**config.mk**
```make
export PLATFORM = sky130hd
export DESIGN_NAME = bscp_top
export DESIGN_NICKNAME = d
export VERILOG_FILES = /design/src/rtl/bscp_pkg.sv /design/src/rtl/bscp_top.sv /design/src/rtl/bscp_pattern_decode.sv
export VERILOG_INCLUDE_DIRS = /design/src /design/src/rtl
export SDC_FILE = /design/constraint.sdc
export NUM_CORES = 1
export LEC_CHECK = 0
export BUFFER_PORTS_ARGS = -buffer_cell sky130_fd_sc_hd__buf_2
export CORE_ASPECT_RATIO = 0.7
export CORE_UTILIZATION = 40
export DETAILED_ROUTE_END_ITERATION = 7
export GPL_TIMING_DRIVEN = 1
export HOLD_SLACK_MARGIN = 0.05
export PLACE_DENSITY_LB_ADDON = 0.1
export SLEW_MARGIN = 20
export SYNTH_ARGS = -nofsm -noshare
export SYNTH_HDL_FRONTEND = slang
export SYNTH_SLANG_ARGS = --single-unit
export TNS_END_PERCENT = 100
```
**constraint.sdc**
```tcl
create_clock -name i_clk -period 1.7 [get_ports i_clk]
set_clock_uncertainty 0.1 [all_clocks]
set_input_delay 0.34 -clock i_clk [delete_from_list [all_inputs] [get_ports i_clk]]
set_output_delay 0.34 -clock i_clk [all_outputs]
set_load 0.01 [all_outputs]
```
**src/rtl/bscp_consts.svh**
```systemverilog
// Purpose: offsets, field positions and pattern values for the boot select and code protect block
// Assumes: byte addresses on an 8-bit register port, 32-bit data
// Notes: definitions only
`ifndef BSCP_CONSTS_SVH
`define BSCP_CONSTS_SVH

// ****************************************
// register port
// ****************************************
`define BSCP_ADDR_W 8
`define BSCP_DATA_W 32
`define BSCP_OFS_STATUS 8'h00
`define BSCP_OFS_CMD 8'h04
`define BSCP_OFS_RESULT 8'h08
`define BSCP_OFS_CTRL 8'h0c

// ****************************************
// command word fields
// ****************************************
`define BSCP_CMD_OP_LSB 0
`define BSCP_CMD_OP_MSB 3
`define BSCP_CMD_SECT_LSB 4
`define BSCP_CMD_SECT_MSB 7
`define BSCP_CMD_SRC_BIT 8
`define BSCP_CTRL_REINVOKE_BIT 0

// ****************************************
// protection patterns (values are arbitrary)
// ****************************************
`define BSCP_PAT_LVL_ONE 32'h5a5a_0001
`define BSCP_PAT_LVL_TWO 32'h5a5a_0002
`define BSCP_PAT_LVL_THREE 32'h5a5a_0003
`define BSCP_PAT_NO_REQ 32'h5a5a_0010
`define BSCP_PAT_NO_SAMPLE 32'h5a5a_0020

// ****************************************
// reset values
// ****************************************
`define BSCP_RDATA_RST 32'h0000_0000
`define BSCP_SECT_ZERO 4'h0

`endif

```
**src/rtl/bscp_pkg.sv**
```systemverilog
// Purpose: types of the boot select and code protect block
// Assumes: nothing
// Notes: state codes are gray along reset, fetch, decide, run
package bscp_pkg;

    typedef enum logic [2:0] {
        BSCP_ST_RESET  = 3'b000,
        BSCP_ST_FETCH  = 3'b001,
        BSCP_ST_DECIDE = 3'b011,
        BSCP_ST_RUN    = 3'b010
    } bscp_state_t;

    typedef enum logic [1:0] {
        BSCP_LVL_OPEN  = 2'h0,
        BSCP_LVL_ONE   = 2'h1,
        BSCP_LVL_TWO   = 2'h2,
        BSCP_LVL_THREE = 2'h3
    } bscp_level_t;

    typedef enum logic [3:0] {
        BSCP_OP_READ_MEM    = 4'h0,
        BSCP_OP_WRITE_RAM   = 4'h1,
        BSCP_OP_PREPARE     = 4'h2,
        BSCP_OP_COPY_FLASH  = 4'h3,
        BSCP_OP_ERASE_SECT  = 4'h4,
        BSCP_OP_ERASE_ALL   = 4'h5,
        BSCP_OP_GO          = 4'h6,
        BSCP_OP_BLANK_CHECK = 4'h7,
        BSCP_OP_READ_ID     = 4'h8,
        BSCP_OP_REINVOKE    = 4'h9
    } bscp_op_t;

endpackage

```
**src/rtl/bscp_top.sv**
```systemverilog
// What this block does
// - the protection level comes from a pattern in a flash word, and no valid pattern means open access.
// - programming commands from the running application are allowed at every level.
// - a stored setting can turn off the strap request for the handler with no protection level active.
// - level one locks debug and allows a limited command set that may update every sector except sector 0.
// - level two locks debug and allows only reading the ID, a full erase, and reprogramming after that erase.
// - level three locks debug, starts no handler at reset and ignores the request strap; an application reinvoke still starts the serial handler.
// - once level three is active, factory test access is refused with no way back.
// - the reset-time request strap sampling can be switched off on its own; the code check still applies.
// - after every reset the boot decision runs and starts either the application or the handler.
// - the request strap held low at reset asks for the handler.
// - the port select strap at reset picks serial when high and CAN when low.
// - the CAN handler offers the same command functions as the serial one.
//
// Purpose: boot target selection and code protection gate
// Assumes: flash controller returns the protection word on request; straps synchronous to i_clk
// Notes: commands are checked, not executed; software reads the verdict
`timescale 1ns/1ps
`include "bscp_consts.svh"

module bscp_top
    import bscp_pkg::*;
(
    // clock and reset
    input wire logic i_clk,
    input wire logic i_reset_n,
    input wire logic i_clk_en,
    // straps
    input wire logic i_handler_request_strap,
    input wire logic i_port_select_strap,
    // flash protection word
    input wire logic [31:0] i_pattern_word,
    input wire logic i_pattern_valid,
    input wire logic i_user_code_valid,
    output logic o_pattern_rd,
    // register port
    input wire logic [`BSCP_ADDR_W-1:0] i_addr,
    input wire logic [`BSCP_DATA_W-1:0] i_wdata,
    input wire logic i_wr,
    input wire logic i_rd,
    output logic [`BSCP_DATA_W-1:0] o_rdata,
    // boot and access outputs
    output logic o_boot_done,
    output logic o_boot_handler,
    output logic o_port_can,
    output logic o_debug_en,
    output logic o_test_en,
    output logic [1:0] o_level
);

    // ****************************************
    // state
    // ****************************************
    bscp_state_t state_q;
    bscp_state_t state_d;
    bscp_level_t level_q;
    logic no_req_q;
    logic no_sample_q;
    logic code_ok_q;
    logic req_low_q;
    logic port_high_q;
    logic erased_q;
    logic res_valid_q;
    logic res_ok_q;
    logic pattern_rd_q;
    logic [`BSCP_DATA_W-1:0] rdata_q;
    logic boot_done_q;
    logic boot_handler_q;
    logic port_can_q;
    logic debug_en_q;
    logic test_en_q;

    bscp_level_t dec_level;
    logic dec_no_req;
    logic dec_no_sample;

    bscp_pattern_decode u_decode (
        .i_word(i_pattern_word),
        .i_word_valid(i_pattern_valid),
        .o_level(dec_level),
        .o_no_req(dec_no_req),
        .o_no_sample(dec_no_sample)
    );

    // ****************************************
    // sequence decode
    // ****************************************
    wire logic in_reset_st;
    wire logic in_fetch;
    wire logic in_decide;
    wire logic in_run;
    wire logic fetch_done;

    assign in_reset_st = (state_q == BSCP_ST_RESET);
    assign in_fetch = (state_q == BSCP_ST_FETCH);
    assign in_decide = (state_q == BSCP_ST_DECIDE);
    assign in_run = (state_q == BSCP_ST_RUN);
    assign fetch_done = in_fetch && i_pattern_valid;

    always_comb begin
        case (state_q)
            BSCP_ST_RESET: state_d = BSCP_ST_FETCH;
            BSCP_ST_FETCH: state_d = i_pattern_valid ? BSCP_ST_DECIDE : BSCP_ST_FETCH;
            BSCP_ST_DECIDE: state_d = BSCP_ST_RUN;
            BSCP_ST_RUN: state_d = BSCP_ST_RUN;
            default: state_d = BSCP_ST_RESET;
        endcase
    end

    // every reset walks the whole decision again
    always_ff @(posedge i_clk or negedge i_reset_n) begin
        if (!i_reset_n) begin
            state_q <= BSCP_ST_RESET;
        end else if (i_clk_en) begin
            state_q <= state_d;
        end
    end

    // straps caught at the first enabled edge after release, never again
    always_ff @(posedge i_clk or negedge i_reset_n) begin
        if (!i_reset_n) begin
            req_low_q <= 1'b0;
            port_high_q <= 1'b1;
        end else if (i_clk_en && in_reset_st) begin
            req_low_q <= !i_handler_request_strap;
            port_high_q <= i_port_select_strap;
        end
    end

    // level and disables held until next reset
    always_ff @(posedge i_clk or negedge i_reset_n) begin
        if (!i_reset_n) begin
            level_q <= BSCP_LVL_OPEN;
            no_req_q <= 1'b0;
            no_sample_q <= 1'b0;
            code_ok_q <= 1'b0;
        end else if (i_clk_en && fetch_done) begin
            level_q <= dec_level;
            no_req_q <= dec_no_req;
            no_sample_q <= dec_no_sample;
            code_ok_q <= i_user_code_valid;
        end
    end

    always_ff @(posedge i_clk or negedge i_reset_n) begin
        if (!i_reset_n) begin
            pattern_rd_q <= 1'b0;
        end else if (i_clk_en) begin
            pattern_rd_q <= (state_d == BSCP_ST_FETCH);
        end
    end

    // ****************************************
    // boot decision
    // ****************************************
    wire logic lvl_three;
    wire logic strap_heard;
    wire logic want_handler;
    wire logic reinvoke_wr;

    assign lvl_three = (level_q == BSCP_LVL_THREE);
    // level three and both stored disables mask the strap
    assign strap_heard = !lvl_three && !no_req_q && !no_sample_q;
    // low strap is an external request; missing user code also falls back to the handler, except at level three
    assign want_handler = (strap_heard && req_low_q) || (!lvl_three && !code_ok_q);
    // the application may reinvoke the serial handler even at level three
    assign reinvoke_wr = in_run && i_wr && (i_addr == `BSCP_OFS_CTRL) && i_wdata[`BSCP_CTRL_REINVOKE_BIT];

    always_ff @(posedge i_clk or negedge i_reset_n) begin
        if (!i_reset_n) begin
            boot_done_q <= 1'b0;
            boot_handler_q <= 1'b0;
            port_can_q <= 1'b0;
        end else if (i_clk_en && in_decide) begin
            boot_done_q <= 1'b1;
            boot_handler_q <= want_handler;
            port_can_q <= !port_high_q;
        end else if (i_clk_en && reinvoke_wr) begin
            boot_handler_q <= 1'b1;
            port_can_q <= 1'b0;
        end
    end

    // debug open only without a level; test access dies at level three
    always_ff @(posedge i_clk or negedge i_reset_n) begin
        if (!i_reset_n) begin
            debug_en_q <= 1'b0;
            test_en_q <= 1'b0;
        end else if (i_clk_en && in_decide) begin
            debug_en_q <= (level_q == BSCP_LVL_OPEN);
            test_en_q <= !lvl_three;
        end
    end

    // ****************************************
    // command gate
    // ****************************************
    wire logic cmd_wr;
    wire bscp_op_t cmd_op;
    wire logic [3:0] cmd_sect;
    wire logic cmd_from_app;
    wire logic sect_nonzero;
    wire logic lvl1_ok;
    wire logic lvl2_ok;
    wire logic handler_ok;
    wire logic cmd_ok;

    assign cmd_wr = in_run && i_wr && (i_addr == `BSCP_OFS_CMD);
    assign cmd_op = bscp_op_t'(i_wdata[`BSCP_CMD_OP_MSB:`BSCP_CMD_OP_LSB]);
    assign cmd_sect = i_wdata[`BSCP_CMD_SECT_MSB:`BSCP_CMD_SECT_LSB];
    assign cmd_from_app = i_wdata[`BSCP_CMD_SRC_BIT];
    assign sect_nonzero = (cmd_sect != `BSCP_SECT_ZERO);

    // limited set, sector 0 kept out of every write and erase
    assign lvl1_ok = (cmd_op == BSCP_OP_WRITE_RAM) || (cmd_op == BSCP_OP_PREPARE && sect_nonzero) ||
                     (cmd_op == BSCP_OP_COPY_FLASH && sect_nonzero) || (cmd_op == BSCP_OP_READ_ID) ||
                     (cmd_op == BSCP_OP_ERASE_SECT && sect_nonzero) ||
                     (cmd_op == BSCP_OP_BLANK_CHECK && sect_nonzero);
    // full erase first, programming only after it
    assign lvl2_ok = (cmd_op == BSCP_OP_ERASE_ALL) || (cmd_op == BSCP_OP_READ_ID) ||
                     (erased_q && ((cmd_op == BSCP_OP_WRITE_RAM) || (cmd_op == BSCP_OP_PREPARE) ||
                     (cmd_op == BSCP_OP_COPY_FLASH)));

    // the same gate serves the serial and the CAN handler
    assign handler_ok = (level_q == BSCP_LVL_OPEN) ? 1'b1 :
                        (level_q == BSCP_LVL_ONE) ? lvl1_ok :
                        (level_q == BSCP_LVL_TWO) ? lvl2_ok : 1'b0;
    // application calls never see the protection level
    assign cmd_ok = cmd_from_app || handler_ok;

    always_ff @(posedge i_clk or negedge i_reset_n) begin
        if (!i_reset_n) begin
            res_valid_q <= 1'b0;
            res_ok_q <= 1'b0;
        end else if (i_clk_en && cmd_wr) begin
            res_valid_q <= 1'b1;
            res_ok_q <= cmd_ok;
        end
    end

    // erase-then-program memory for level two
    always_ff @(posedge i_clk or negedge i_reset_n) begin
        if (!i_reset_n) begin
            erased_q <= 1'b0;
        end else if (i_clk_en && cmd_wr && !cmd_from_app && cmd_op == BSCP_OP_ERASE_ALL && handler_ok) begin
            erased_q <= 1'b1;
        end
    end

    // ****************************************
    // read port
    // ****************************************
    wire logic [`BSCP_DATA_W-1:0] status_word;
    wire logic [`BSCP_DATA_W-1:0] result_word;
    wire logic [`BSCP_DATA_W-1:0] rd_mux;

    assign status_word = {18'h0, erased_q, no_sample_q, no_req_q, code_ok_q,
                          port_high_q, req_low_q, test_en_q, debug_en_q,
                          port_can_q, boot_handler_q, boot_done_q, 1'b0, level_q};
    assign result_word = {30'h0, res_valid_q, res_ok_q};
    // unmapped and write-only offsets read zero
    assign rd_mux = (i_addr == `BSCP_OFS_STATUS) ? status_word :
                    (i_addr == `BSCP_OFS_RESULT) ? result_word : `BSCP_RDATA_RST;

    always_ff @(posedge i_clk or negedge i_reset_n) begin
        if (!i_reset_n) begin
            rdata_q <= `BSCP_RDATA_RST;
        end else if (i_clk_en) begin
            rdata_q <= i_rd ? rd_mux : `BSCP_RDATA_RST;
        end
    end

    assign o_pattern_rd = pattern_rd_q;
    assign o_rdata = rdata_q;
    assign o_boot_done = boot_done_q;
    assign o_boot_handler = boot_handler_q;
    assign o_port_can = port_can_q;
    assign o_debug_en = debug_en_q;
    assign o_test_en = test_en_q;
    assign o_level = level_q;
endmodule

```
**src/rtl/bscp_pattern_decode.sv**
```systemverilog
// Purpose: turns the stored protection word into a level and two strap disables
// Assumes: word is qualified by its valid input
// Notes: anything unknown means no protection
`timescale 1ns/1ps
`include "bscp_consts.svh"

module bscp_pattern_decode
    import bscp_pkg::*;
(
    // stored word
    input wire logic [31:0] i_word,
    input wire logic i_word_valid,
    // decoded
    output bscp_level_t o_level,
    output logic o_no_req,
    output logic o_no_sample
);

    // ****************************************
    // pattern match
    // ****************************************
    wire logic hit_one;
    wire logic hit_two;
    wire logic hit_three;

    assign hit_one = i_word_valid && (i_word == `BSCP_PAT_LVL_ONE);
    assign hit_two = i_word_valid && (i_word == `BSCP_PAT_LVL_TWO);
    assign hit_three = i_word_valid && (i_word == `BSCP_PAT_LVL_THREE);

    // no valid pattern leaves access open
    assign o_level = hit_three ? BSCP_LVL_THREE :
                     hit_two ? BSCP_LVL_TWO :
                     hit_one ? BSCP_LVL_ONE : BSCP_LVL_OPEN;

    // strap request can be turned off with no protection level
    assign o_no_req = i_word_valid && (i_word == `BSCP_PAT_NO_REQ);
    // request strap sampling can be turned off on its own
    assign o_no_sample = i_word_valid && (i_word == `BSCP_PAT_NO_SAMPLE);

endmodule

```
==> results of run 1 <==
[power groups by stage]
| stage | clock network, mW | logic (mW) | registers [mW] |
|---|---|---|---|
| global route | 0.601 | 0.423 | 0.954 |
| CTS | 0.562 | 0.375 | 0.937 |
| detailed placement | 0 | 0.372 | 0.950 |
| floorplan | 0 | 0.206 | 0.959 |
| finish | 0.546 | 0.371 | 0.937 |
| global placement | 0 | 0.370 | 0.949 |
[worst paths after layout]
check	startpoint	endpoint	slack (ns)	depth (start not counted)
worst max-delay path	state_q[0]$_DFFE_PN0P_	o_boot_handler$_DFFE_PN0P_	0.25	5
worst min-delay path	i_handler_request_strap	req_low_q$_DFFE_PN0P_	0.13	2
worst max register to register	state_q[0]$_DFFE_PN0P_	o_boot_handler$_DFFE_PN0P_	0.25	5
worst min register to register	res_valid_q$_DFFE_PN0N_	res_valid_q$_DFFE_PN0N_	0.38	1
max in group asynchronous	i_reset_n	port_high_q$_DFFE_PN1P_	0.58	3
min in group asynchronous	i_reset_n	no_req_q$_DFFE_PN0P_	0.43	2
[synthesized netlist by cell type, types with 3 or more instances]
master / instances / area share (%)
dfrtp_1: 30 / 45
mux2_2: 3 / 2.0
o22ai_1: 5 / 1.9
o41ai_1: 3 / 1.6
inv_1: 15 / 3.4
nor4_2: 3 / 2.3
nor4bb_1: 3 / 1.8
buf_4: 21 / 9.5
nor3_1: 3 / 0.91
nor2_1: 8 / 1.8
o21ai_2: 10 / 5.3
nor4_1: 3 / 1.1
a21oi_1: 4 / 1.2
nand2_1: 21 / 4.8
[cells by family (layout without fill, tap and decap cells)]
group / Yosys count / after routing
buffers and inverters: 37 / 106
AOI/OAI and AO/OA: 33 / 33
other: 1 / 19
xor gates and xnor gates: 2 / 2
and+or+nand+nor: 57 / 57
muxes: 5 / 5
DFF: 31 / 31
[cell type report]
type	count	area [um2]	area share, %
clock inverter	1	5.00	0.232
tap	52	65.1	3.02
multi-input combinational	116	733	34.0
timing repair buffer	83	443	20.5
inverter	15	56.3	2.61
clock buffer	7	76.3	3.54
sequential	31	777	36.0
[critical path, delay by kind of cell (launching register included)]
family          cells  cell delay (ns)
compound gates      1             0.12
flops               1             0.45
simple gates        4             0.71
[metrics by stage]
step / instances / hold slack [ns] / area [um2] / total power, mW / setup WS (ns)
3_5_place_dp: 296 / 0.171 / 2060 / 1.32 / 0.0515
2_1_floorplan: 184 / -0.0556 / 1720 / 1.17 / 0.275
6_report: 305 / 0.130 / 2160 / 1.85 / 0.254
4_1_cts: 305 / 0.118 / 2150 / 1.87 / 0.136
3_3_place_gp: 296 / 0.175 / 2060 / 1.32 / 0.0586
5_1_grt: 305 / 0.130 / 2160 / 1.98 / 0.102
[layout by cell type, fill, tap and decap left out, types with 2 or more instances in the layout]
| cell | count |
|---|---|
| clkbuf_8 | 5 |
| a32o_1 | 2 |
| nor2b_1 | 2 |
| nor4_2 | 3 |
| nand3_1 | 2 |
| conb_1 | 19 |
| nand3b_1 | 2 |
| buf_2 | 78 |
| inv_1 | 15 |
| dfrtp_1 | 30 |
| nand2_1 | 21 |
| nor3_2 | 2 |
| nor4_1 | 3 |
| o21ai_0 | 2 |
| nor3_1 | 2 |
| a22o_1 | 2 |
| o22ai_1 | 5 |
| clkbuf_1 | 2 |
| nor4bb_1 | 3 |
| nor2_1 | 8 |
| o41ai_1 | 3 |
| a21oi_1 | 4 |
| nor4b_1 | 2 |
| nand2b_1 | 2 |
| mux2_2 | 3 |
| nand4_1 | 2 |
| mux2i_1 | 2 |
| buf_4 | 3 |
| o21ai_2 | 10 |
[layer usage]
metal  GRT usage (%)  up-vias
met5               0        -
met4            9.35        0
met3            4.43        5
met2            24.6       65
met1            23.1      646
li1                -      718
[repair_timing]
item                                   4_1_cts  5_1_grt
setup endpoints to repair                    0        1
endpoints found under the hold margin       14        0
hold buffers                                 1        0
setup buffers                                0        0
resized for setup                            0        1
==> impl_metrics.ini, run 1 <==
[sta]
finalSetupTns_ns = 0
rsz0062_at_grt = false
fmax_ghz = 0.692
slew_viol_final = 0
hold_viol = 0
period_share_pct = 85.0
layout_min_cycle_time_ns = 1.45
setup_viol = 0

[pwr]
p_int_mw = 1.32
power.density_nw_per_um2 = 860
netSwitchingFraction_pct = 28.7
peakVddDrop_v = 0.000385
switchingPower_mw = 0.533
power_frac_seq_pct = 50.5
cellLeakagePower_nw = 1.08
comb_power_share_pct = 20.0
p_clk_share_pct = 29.5

[setup_path]
slowest_stage = dfrtp_1
crit_required_ns = 1.82
critPathKind = reg2reg
cp_max_fo = 5
path_cells = nor2b_1, nand4_1, nor3_1, o21ai_0, nand2_1
arrival_ns = 1.56
cp_slowest_stage_delay_ns = 0.45
end_kind = register
crit_path_start_kind = register

[global_route]
track_usage_pct = 17.0
grt_max_degree = 18
gr-total-overflow = 0
grt_pass1_wl_um = 5570
antenna_found_initial = 0
grt_pass1_vias = 1244

[routing]
drc = 0
highest_layer = met4
drt_first_pass_iters = 4
wl_um = 3380
route.met3.wl_um = 248
via_count = 1434
wl_met2_um = 1460
met1_length_um = 1620
dr.first_iter.drc_count = 48
wl_per_cell_um = 11.1
drt-vias-per-instance = 4.70
ant_nets = 0

[logic_synthesis]
synthDistinctLibCells = 38
synth_edf_count = 0
muxShareOfSynthArea_pct = 3.25
synth-simple-area-share_pct = 20.3
ys_warn_count = 0
synthFlopType = dfrtp_1
synth_cells = 166
synthAdderAreaFrac_pct = 0
synth-compound-area-share_pct = 15.0
synth_top_family_by_area = simple AND/OR/NAND/NOR gates
synth_async_sr_flop_share_pct = 100
synth_seq_cells = 31
syn_area_um2 = 1660
yosysSeqAreaShare_pct = 46.9
postSynthAreaPerCell_um2 = 9.98
yosys.area_share.xor_xnor_pct = 1.06

[job]
cap_violations = 0

[layout]
finalCoreUtilization_pct = 54.6
syn2layout_area_growth_pct = 30.1
drive_gt1_share_pct = 43.1
fillers = 372
diodes = 0
nNetsFinal = 333
largest_reg_flops = 13

[placed_design]
place_congestion = 0.740
port_buffers = 78
dp_hpwl_um = 2610

[clock_tree]
cts_made_buffers = 5
cts_root_buf = clkbuf_8
h-tree-depth = 2
cts_tree = yes
clk-insertion-delay-late_ns = 0.28
clock-sinks = 31
cts.reportedPaths.clkPinSlew_ns = 0.06
cts_buffer_depth = 2

[worst_hold_path]
hold_path.class = in2reg

[floorplan]
start_util_pct = 42.0
core_um2 = 3950
die_y_um = 55.8
io_pins = 121
die-area_um2 = 4410
num_rows = 19
die_x_um = 78.9

[status]
outcome = finished, final reports clean
Note: power is estimated with default switching activity, not from simulation.
==> run 2, diff against run 1 <==
--- a/config.mk
+++ b/config.mk
@@ -8,11 +8,12 @@
 export LEC_CHECK = 0
 export BUFFER_PORTS_ARGS = -buffer_cell sky130_fd_sc_hd__buf_2
 export CORE_ASPECT_RATIO = 0.7
-export CORE_UTILIZATION = 40
+export CORE_UTILIZATION = 36
 export DETAILED_ROUTE_END_ITERATION = 7
 export GPL_TIMING_DRIVEN = 1
 export HOLD_SLACK_MARGIN = 0.05
 export PLACE_DENSITY_LB_ADDON = 0.1
+export RECOVER_POWER = 25
 export SLEW_MARGIN = 20
 export SYNTH_ARGS = -nofsm -noshare
 export SYNTH_HDL_FRONTEND = slang
==> constraint.sdc (replaced) <==
create_clock -name i_clk -period 1.3 [get_ports i_clk]
set_clock_uncertainty 0.1 [all_clocks]
set_input_delay 0.26 -clock i_clk [delete_from_list [all_inputs] [get_ports i_clk]]
set_output_delay 0.26 -clock i_clk [all_outputs]
set_load 0.01 [all_outputs]
==> impl_metrics.ini, run 2 (synthesis gave the netlist of run 1 again) <==
[pwr]
p_int_mw = 1.92
peakVddDrop_v = 0.000507
cellLeakagePower_nw = 1.28
power.density_nw_per_um2 = 1080
p_clk_share_pct = 30.5
comb_power_share_pct = 23.1
switchingPower_mw = 0.756
power_frac_seq_pct = 46.4
netSwitchingFraction_pct = 28.3

[global_route]
track_usage_pct = 15.3
grt_pass1_vias = 1226
antenna_found_initial = 0
gr-total-overflow = 0
grt_pass1_wl_um = 5660
grt_max_degree = 32

[floorplan]
io_pins = 121
start_util_pct = 37.8
die-area_um2 = 4880
num_rows = 20
die_x_um = 83.1
core_um2 = 4380
die_y_um = 58.8

[sta]
slew_viol_final = 0
setup_slack_ns = -0.0760
period_share_pct = 106
setup_viol = 6
layout_min_cycle_time_ns = 1.38
hold_viol = 0
fmax_ghz = 0.727
rsz0062_at_grt = true
finalSetupTns_ns = -0.342

[worst_hold_path]
hold_path.class = in2reg
worstHoldStart = i_handler_request_strap

[routing]
via_count = 1529
ant_nets = 0
dr.first_iter.drc_count = 67
drt_first_pass_iters = 4
drc = 0
wl_per_cell_um = 11.5
drt-vias-per-instance = 4.66
wl_um = 3790

[setup_path]
r2r_start = state_q[0]$_DFFE_PN0P_
cp_max_fo = 3
cp-startpoint = state_q[0]$_DFFE_PN0P_
end_kind = register
crit_required_ns = 1.36
arrival_ns = 1.44
critPathKind = reg2reg
crit_path_start_kind = register

[clock_tree]
cts_buffer_depth = 2
clock-sinks = 31
cts_tree = yes
cts_made_buffers = 5
cts_root_buf = clkbuf_8
h-tree-depth = 2
cts.reportedPaths.clkPinSlew_ns = 0.06
clk-insertion-delay-late_ns = 0.27

[layout]
instances_no_fill = 328
diodes = 0
fillers = 410
nNetsFinal = 353
drive_gt1_share_pct = 53.5
final_common_cell = buf_2
syn2layout_area_growth_pct = 48.9
largest_reg_flops = 13
final_cell_mix = buf_2, dfrtp_1, conb_1

[placed_design]
place_congestion = 0.691
detailedPlace.worstSlack_ns = -0.241
dp_hpwl_um = 2770
dp_cells = 310
port_buffers = 78

[job]
cap_violations = 0

[status]
outcome = finished, violations left
failed_checks = setup timing
[run 2: changes by cell type in the layout (fill, tap and decap cells not counted), moves of 5 or more]
cell / before / now
nand2_1: 21 / 14
buf_6: 0 / 7
nand2_4: 0 / 5
buf_4: 3 / 17
[run 2: area by class of cell]
| class | count | area, um2 | share of cell area, % |
|---|---|---|---|
| inverters | 15 | 56.3 | 2.28 |
| clock buffers | 8 | 100 | 4.06 |
| flip-flops and latches | 31 | 778 | 31.5 |
| repair buffers | 103 | 624 | 25.3 |
| multi-input cells | 116 | 840 | 34.0 |
| well taps | 55 | 68.8 | 2.79 |
[run 2: path summary, 6_finish.rpt]
path                       slack (ns)  cells past startpoint                 endpoint
setup / recovery                -0.08                      5    code_ok_q$_DFFE_PN0P_
hold / removal                   0.07                      2    req_low_q$_DFFE_PN0P_
setup reg to reg                -0.08                      5    code_ok_q$_DFFE_PN0P_
hold reg to reg                  0.39                      1  res_valid_q$_DFFE_PN0N_
max in group asynchronous        0.31                      3  port_high_q$_DFFE_PN1P_
min in group asynchronous        0.46                      3   o_rdata[4]$_DFFE_PN0P_
[run 2: worst max-delay path, stage by stage, from the launching register on]
cell and delay, ns:
dfrtp_1 0.39, buf_4 0.14, buf_6 0.11, nand4b_4 0.10, buf_6 0.11, mux2_2 0.31
[run 2: through the flow]
step                      hold slack (ns)  utilization, %  cell area [um2]  power [mW]
after floorplan                    -0.136               -             1730        1.52
after global placement              0.126            49.1             2150        1.78
after detailed placement            0.125            49.1             2150        1.78
after CTS                          0.0586            52.7             2310        2.62
after global routing               0.0720            56.3             2470        2.82
final                              0.0664            56.3             2470        2.67
[run 2: repair_timing]
action,CTS,global route
buffers inserted,3,5
pin swaps,2,13
cloned,0,1
hold buffers,1,0
endpoints found under the hold margin,31,0
setup endpoints to repair,6,24
resized for setup,5,33
[run 2: power groups by stage]
stage	Clock [mW]	Combinational, mW	Sequential, mW
floorplan	0	0.270	1.25
finish	0.815	0.617	1.24
global route	0.879	0.682	1.26
global placement	0	0.545	1.23
CTS	0.837	0.574	1.21
detailed placement	0	0.553	1.23
[run 2: metal layers]
layer  up-vias  GRT usage [%]  routed length (um)
li1        763              -                   -
met1       694           20.5                1770
met3         4           4.77                 249
met5         -              0                   0
met2        68           23.3                1730
met4         0           5.91                  34
==> run 3, diff against run 2 <==
--- a/config.mk
+++ b/config.mk
@@ -8,13 +8,13 @@
 export LEC_CHECK = 0
 export BUFFER_PORTS_ARGS = -buffer_cell sky130_fd_sc_hd__buf_2
 export CORE_ASPECT_RATIO = 0.7
+export CORE_MARGIN = 8
 export CORE_UTILIZATION = 36
 export DETAILED_ROUTE_END_ITERATION = 7
 export GPL_TIMING_DRIVEN = 1
 export HOLD_SLACK_MARGIN = 0.05
 export PLACE_DENSITY_LB_ADDON = 0.1
-export RECOVER_POWER = 25
-export SLEW_MARGIN = 20
+export SLEW_MARGIN = 10
 export SYNTH_ARGS = -nofsm -noshare
 export SYNTH_HDL_FRONTEND = slang
 export SYNTH_SLANG_ARGS = --single-unit
==> impl_metrics.ini, run 3 (synthesis gave the netlist of run 1 again) <==
[pwr]
finalPower_mw = 2.51
cellLeakagePower_nw = 1.18
power.density_nw_per_um2 = 1050
peakVddDrop_v = 0.000532

[global_route]
track_usage_pct = 11.8
grt_pass1_wl_um = 6890
gr-total-overflow = 0
grt_pass1_vias = 1595
grt_max_degree = 27
antenna_found_initial = 0

[routing]
wl_per_cell_um = 13.6
ant_nets = 0
drc = 0
via_count = 1499
drt-vias-per-instance = 4.64
dr.first_iter.drc_count = 17
drt_first_pass_iters = 4
wl_um = 4390

[setup_path]
rrSetupSlack_ns = -0.03
crit_family = simple AND/OR/NAND/NOR gates
crit_required_ns = 1.36
cp_max_fo = 2
path_cells = nor2b_2, nand4_1, nor3_2, buf_4, o22ai_1
arrival_ns = 1.39
critPathKind = reg2reg
cp_slowest_stage_delay_ns = 0.39
crit_buf_inv = 1
slowest_stage = dfrtp_1
crit_path_start_kind = register
end_kind = register

[sta]
layout_min_cycle_time_ns = 1.33
hold_viol = 0
period_share_pct = 103
setup_slack_ns = -0.0328
fmax_ghz = 0.750
setup_viol = 4
rsz0062_at_grt = true
hold_slack_ns = 0.126
slew_viol_final = 0

[layout]
final_cell_mix = buf_2, dfrtp_1, conb_1
nNetsFinal = 348
fillers = 415
drive_gt1_share_pct = 51.1
multiInputGateArea_um2 = 820
final-seq-area_um2 = 779
diodes = 0
final_common_cell = buf_2
instances_no_fill = 323
largest_reg_flops = 13
syn2layout_area_growth_pct = 43.8

[clock_tree]
cts.reportedPaths.clkPinSlew_ns = 0.06
cts_made_buffers = 5
clk-insertion-delay-late_ns = 0.27
h-tree-depth = 2
cts_root_buf = clkbuf_8
cts_buffer_depth = 2
clock-sinks = 31
cts_tree = yes

[status]
outcome = finished, violations left
failed_checks = setup timing

[job]
cap_violations = 0

[floorplan]
io_pins = 121
die_x_um = 97.1
start_util_pct = 37.8
num_rows = 20
die-area_um2 = 7060
die_y_um = 72.8
core_um2 = 4380

[placed_design]
dp_hpwl_um = 3520
port_buffers = 78
dp_cells = 311
place_congestion = 0.734
detailedPlace.worstSlack_ns = -0.250

[worst_hold_path]
hold_path.class = in2reg
## run 3: cell types whose count changed in the layout (fill, tap and decap cells not counted), sizes merged
cell / delta
buf: -5
clkbuf: -1
dlygate4sd3: +1
## run 3: worst paths after layout
| kind | from | end | cells after the start |
|---|---|---|---|
| min reg2reg | res_valid_q$_DFFE_PN0N_ | res_valid_q$_DFFE_PN0N_ | 1 |
| max in group asynchronous | i_reset_n | port_high_q$_DFFE_PN1P_ | 3 |
| max reg2reg | state_q[0]$_DFFE_PN0P_ | o_port_can$_DFFE_PN0P_ | 5 |
| max | state_q[0]$_DFFE_PN0P_ | o_port_can$_DFFE_PN0P_ | 5 |
| min in group asynchronous | i_reset_n | o_rdata[12]$_DFFE_PN0P_ | 2 |
| min | i_port_select_strap | port_high_q$_DFFE_PN1P_ | 2 |
## run 3: where the power goes
group	internal (mW)	switching (mW)	leakage, nW	total (mW)
clock network	0.379	0.316	0.0395	0.695
logic	0.300	0.285	0.739	0.585
registers	1.11	0.114	0.401	1.23
## run 3: final cells by class
type	instances	area share [%]
clock buffer	8	3.36
tap	55	2.89
inverter	15	2.36
multi-input combinational	116	34.4
timing repair buffer	98	24.3
sequential	31	32.7
## run 3: metal layers
metal / vias up / routed length [um] / global-route usage (%) / share of wire, %
li1: 748 / - / - / -
met1: 684 / 1980 / 14.1 / 45
met2: 65 / 2010 / 17.9 / 46
met3: 2 / 368 / 5.20 / 8.4
met4: 0 / 27 / 5.09 / 0.62
met5: - / 0 / 0 / 0
## run 3: worst register-to-register path: cells and delay by family (launching register included)
family          cells  cell delay (ns)
simple gates        3             0.53
flops               1             0.39
buf+inv             1             0.15
compound gates      1             0.05
## run 3: what timing repair did
item,4_1_cts,5_1_grt
hold endpoints to repair,31,0
setup buffers,0,1
setup endpoints to repair,9,22
gates resized for setup,8,19
pin swaps,4,2
cloned,0,1
hold buffers,2,0
## run 3: through the flow
step	utilization (%)	TNS, ns	cell area [um2]
after global routing	54.4	-0.499	2380
after floorplan	-	-0.486	1730
after CTS	52.0	-0.0451	2280
after detailed placement	49.3	-4.33	2160
after global placement	49.3	-4.40	2160
final	54.4	-0.0606	2380
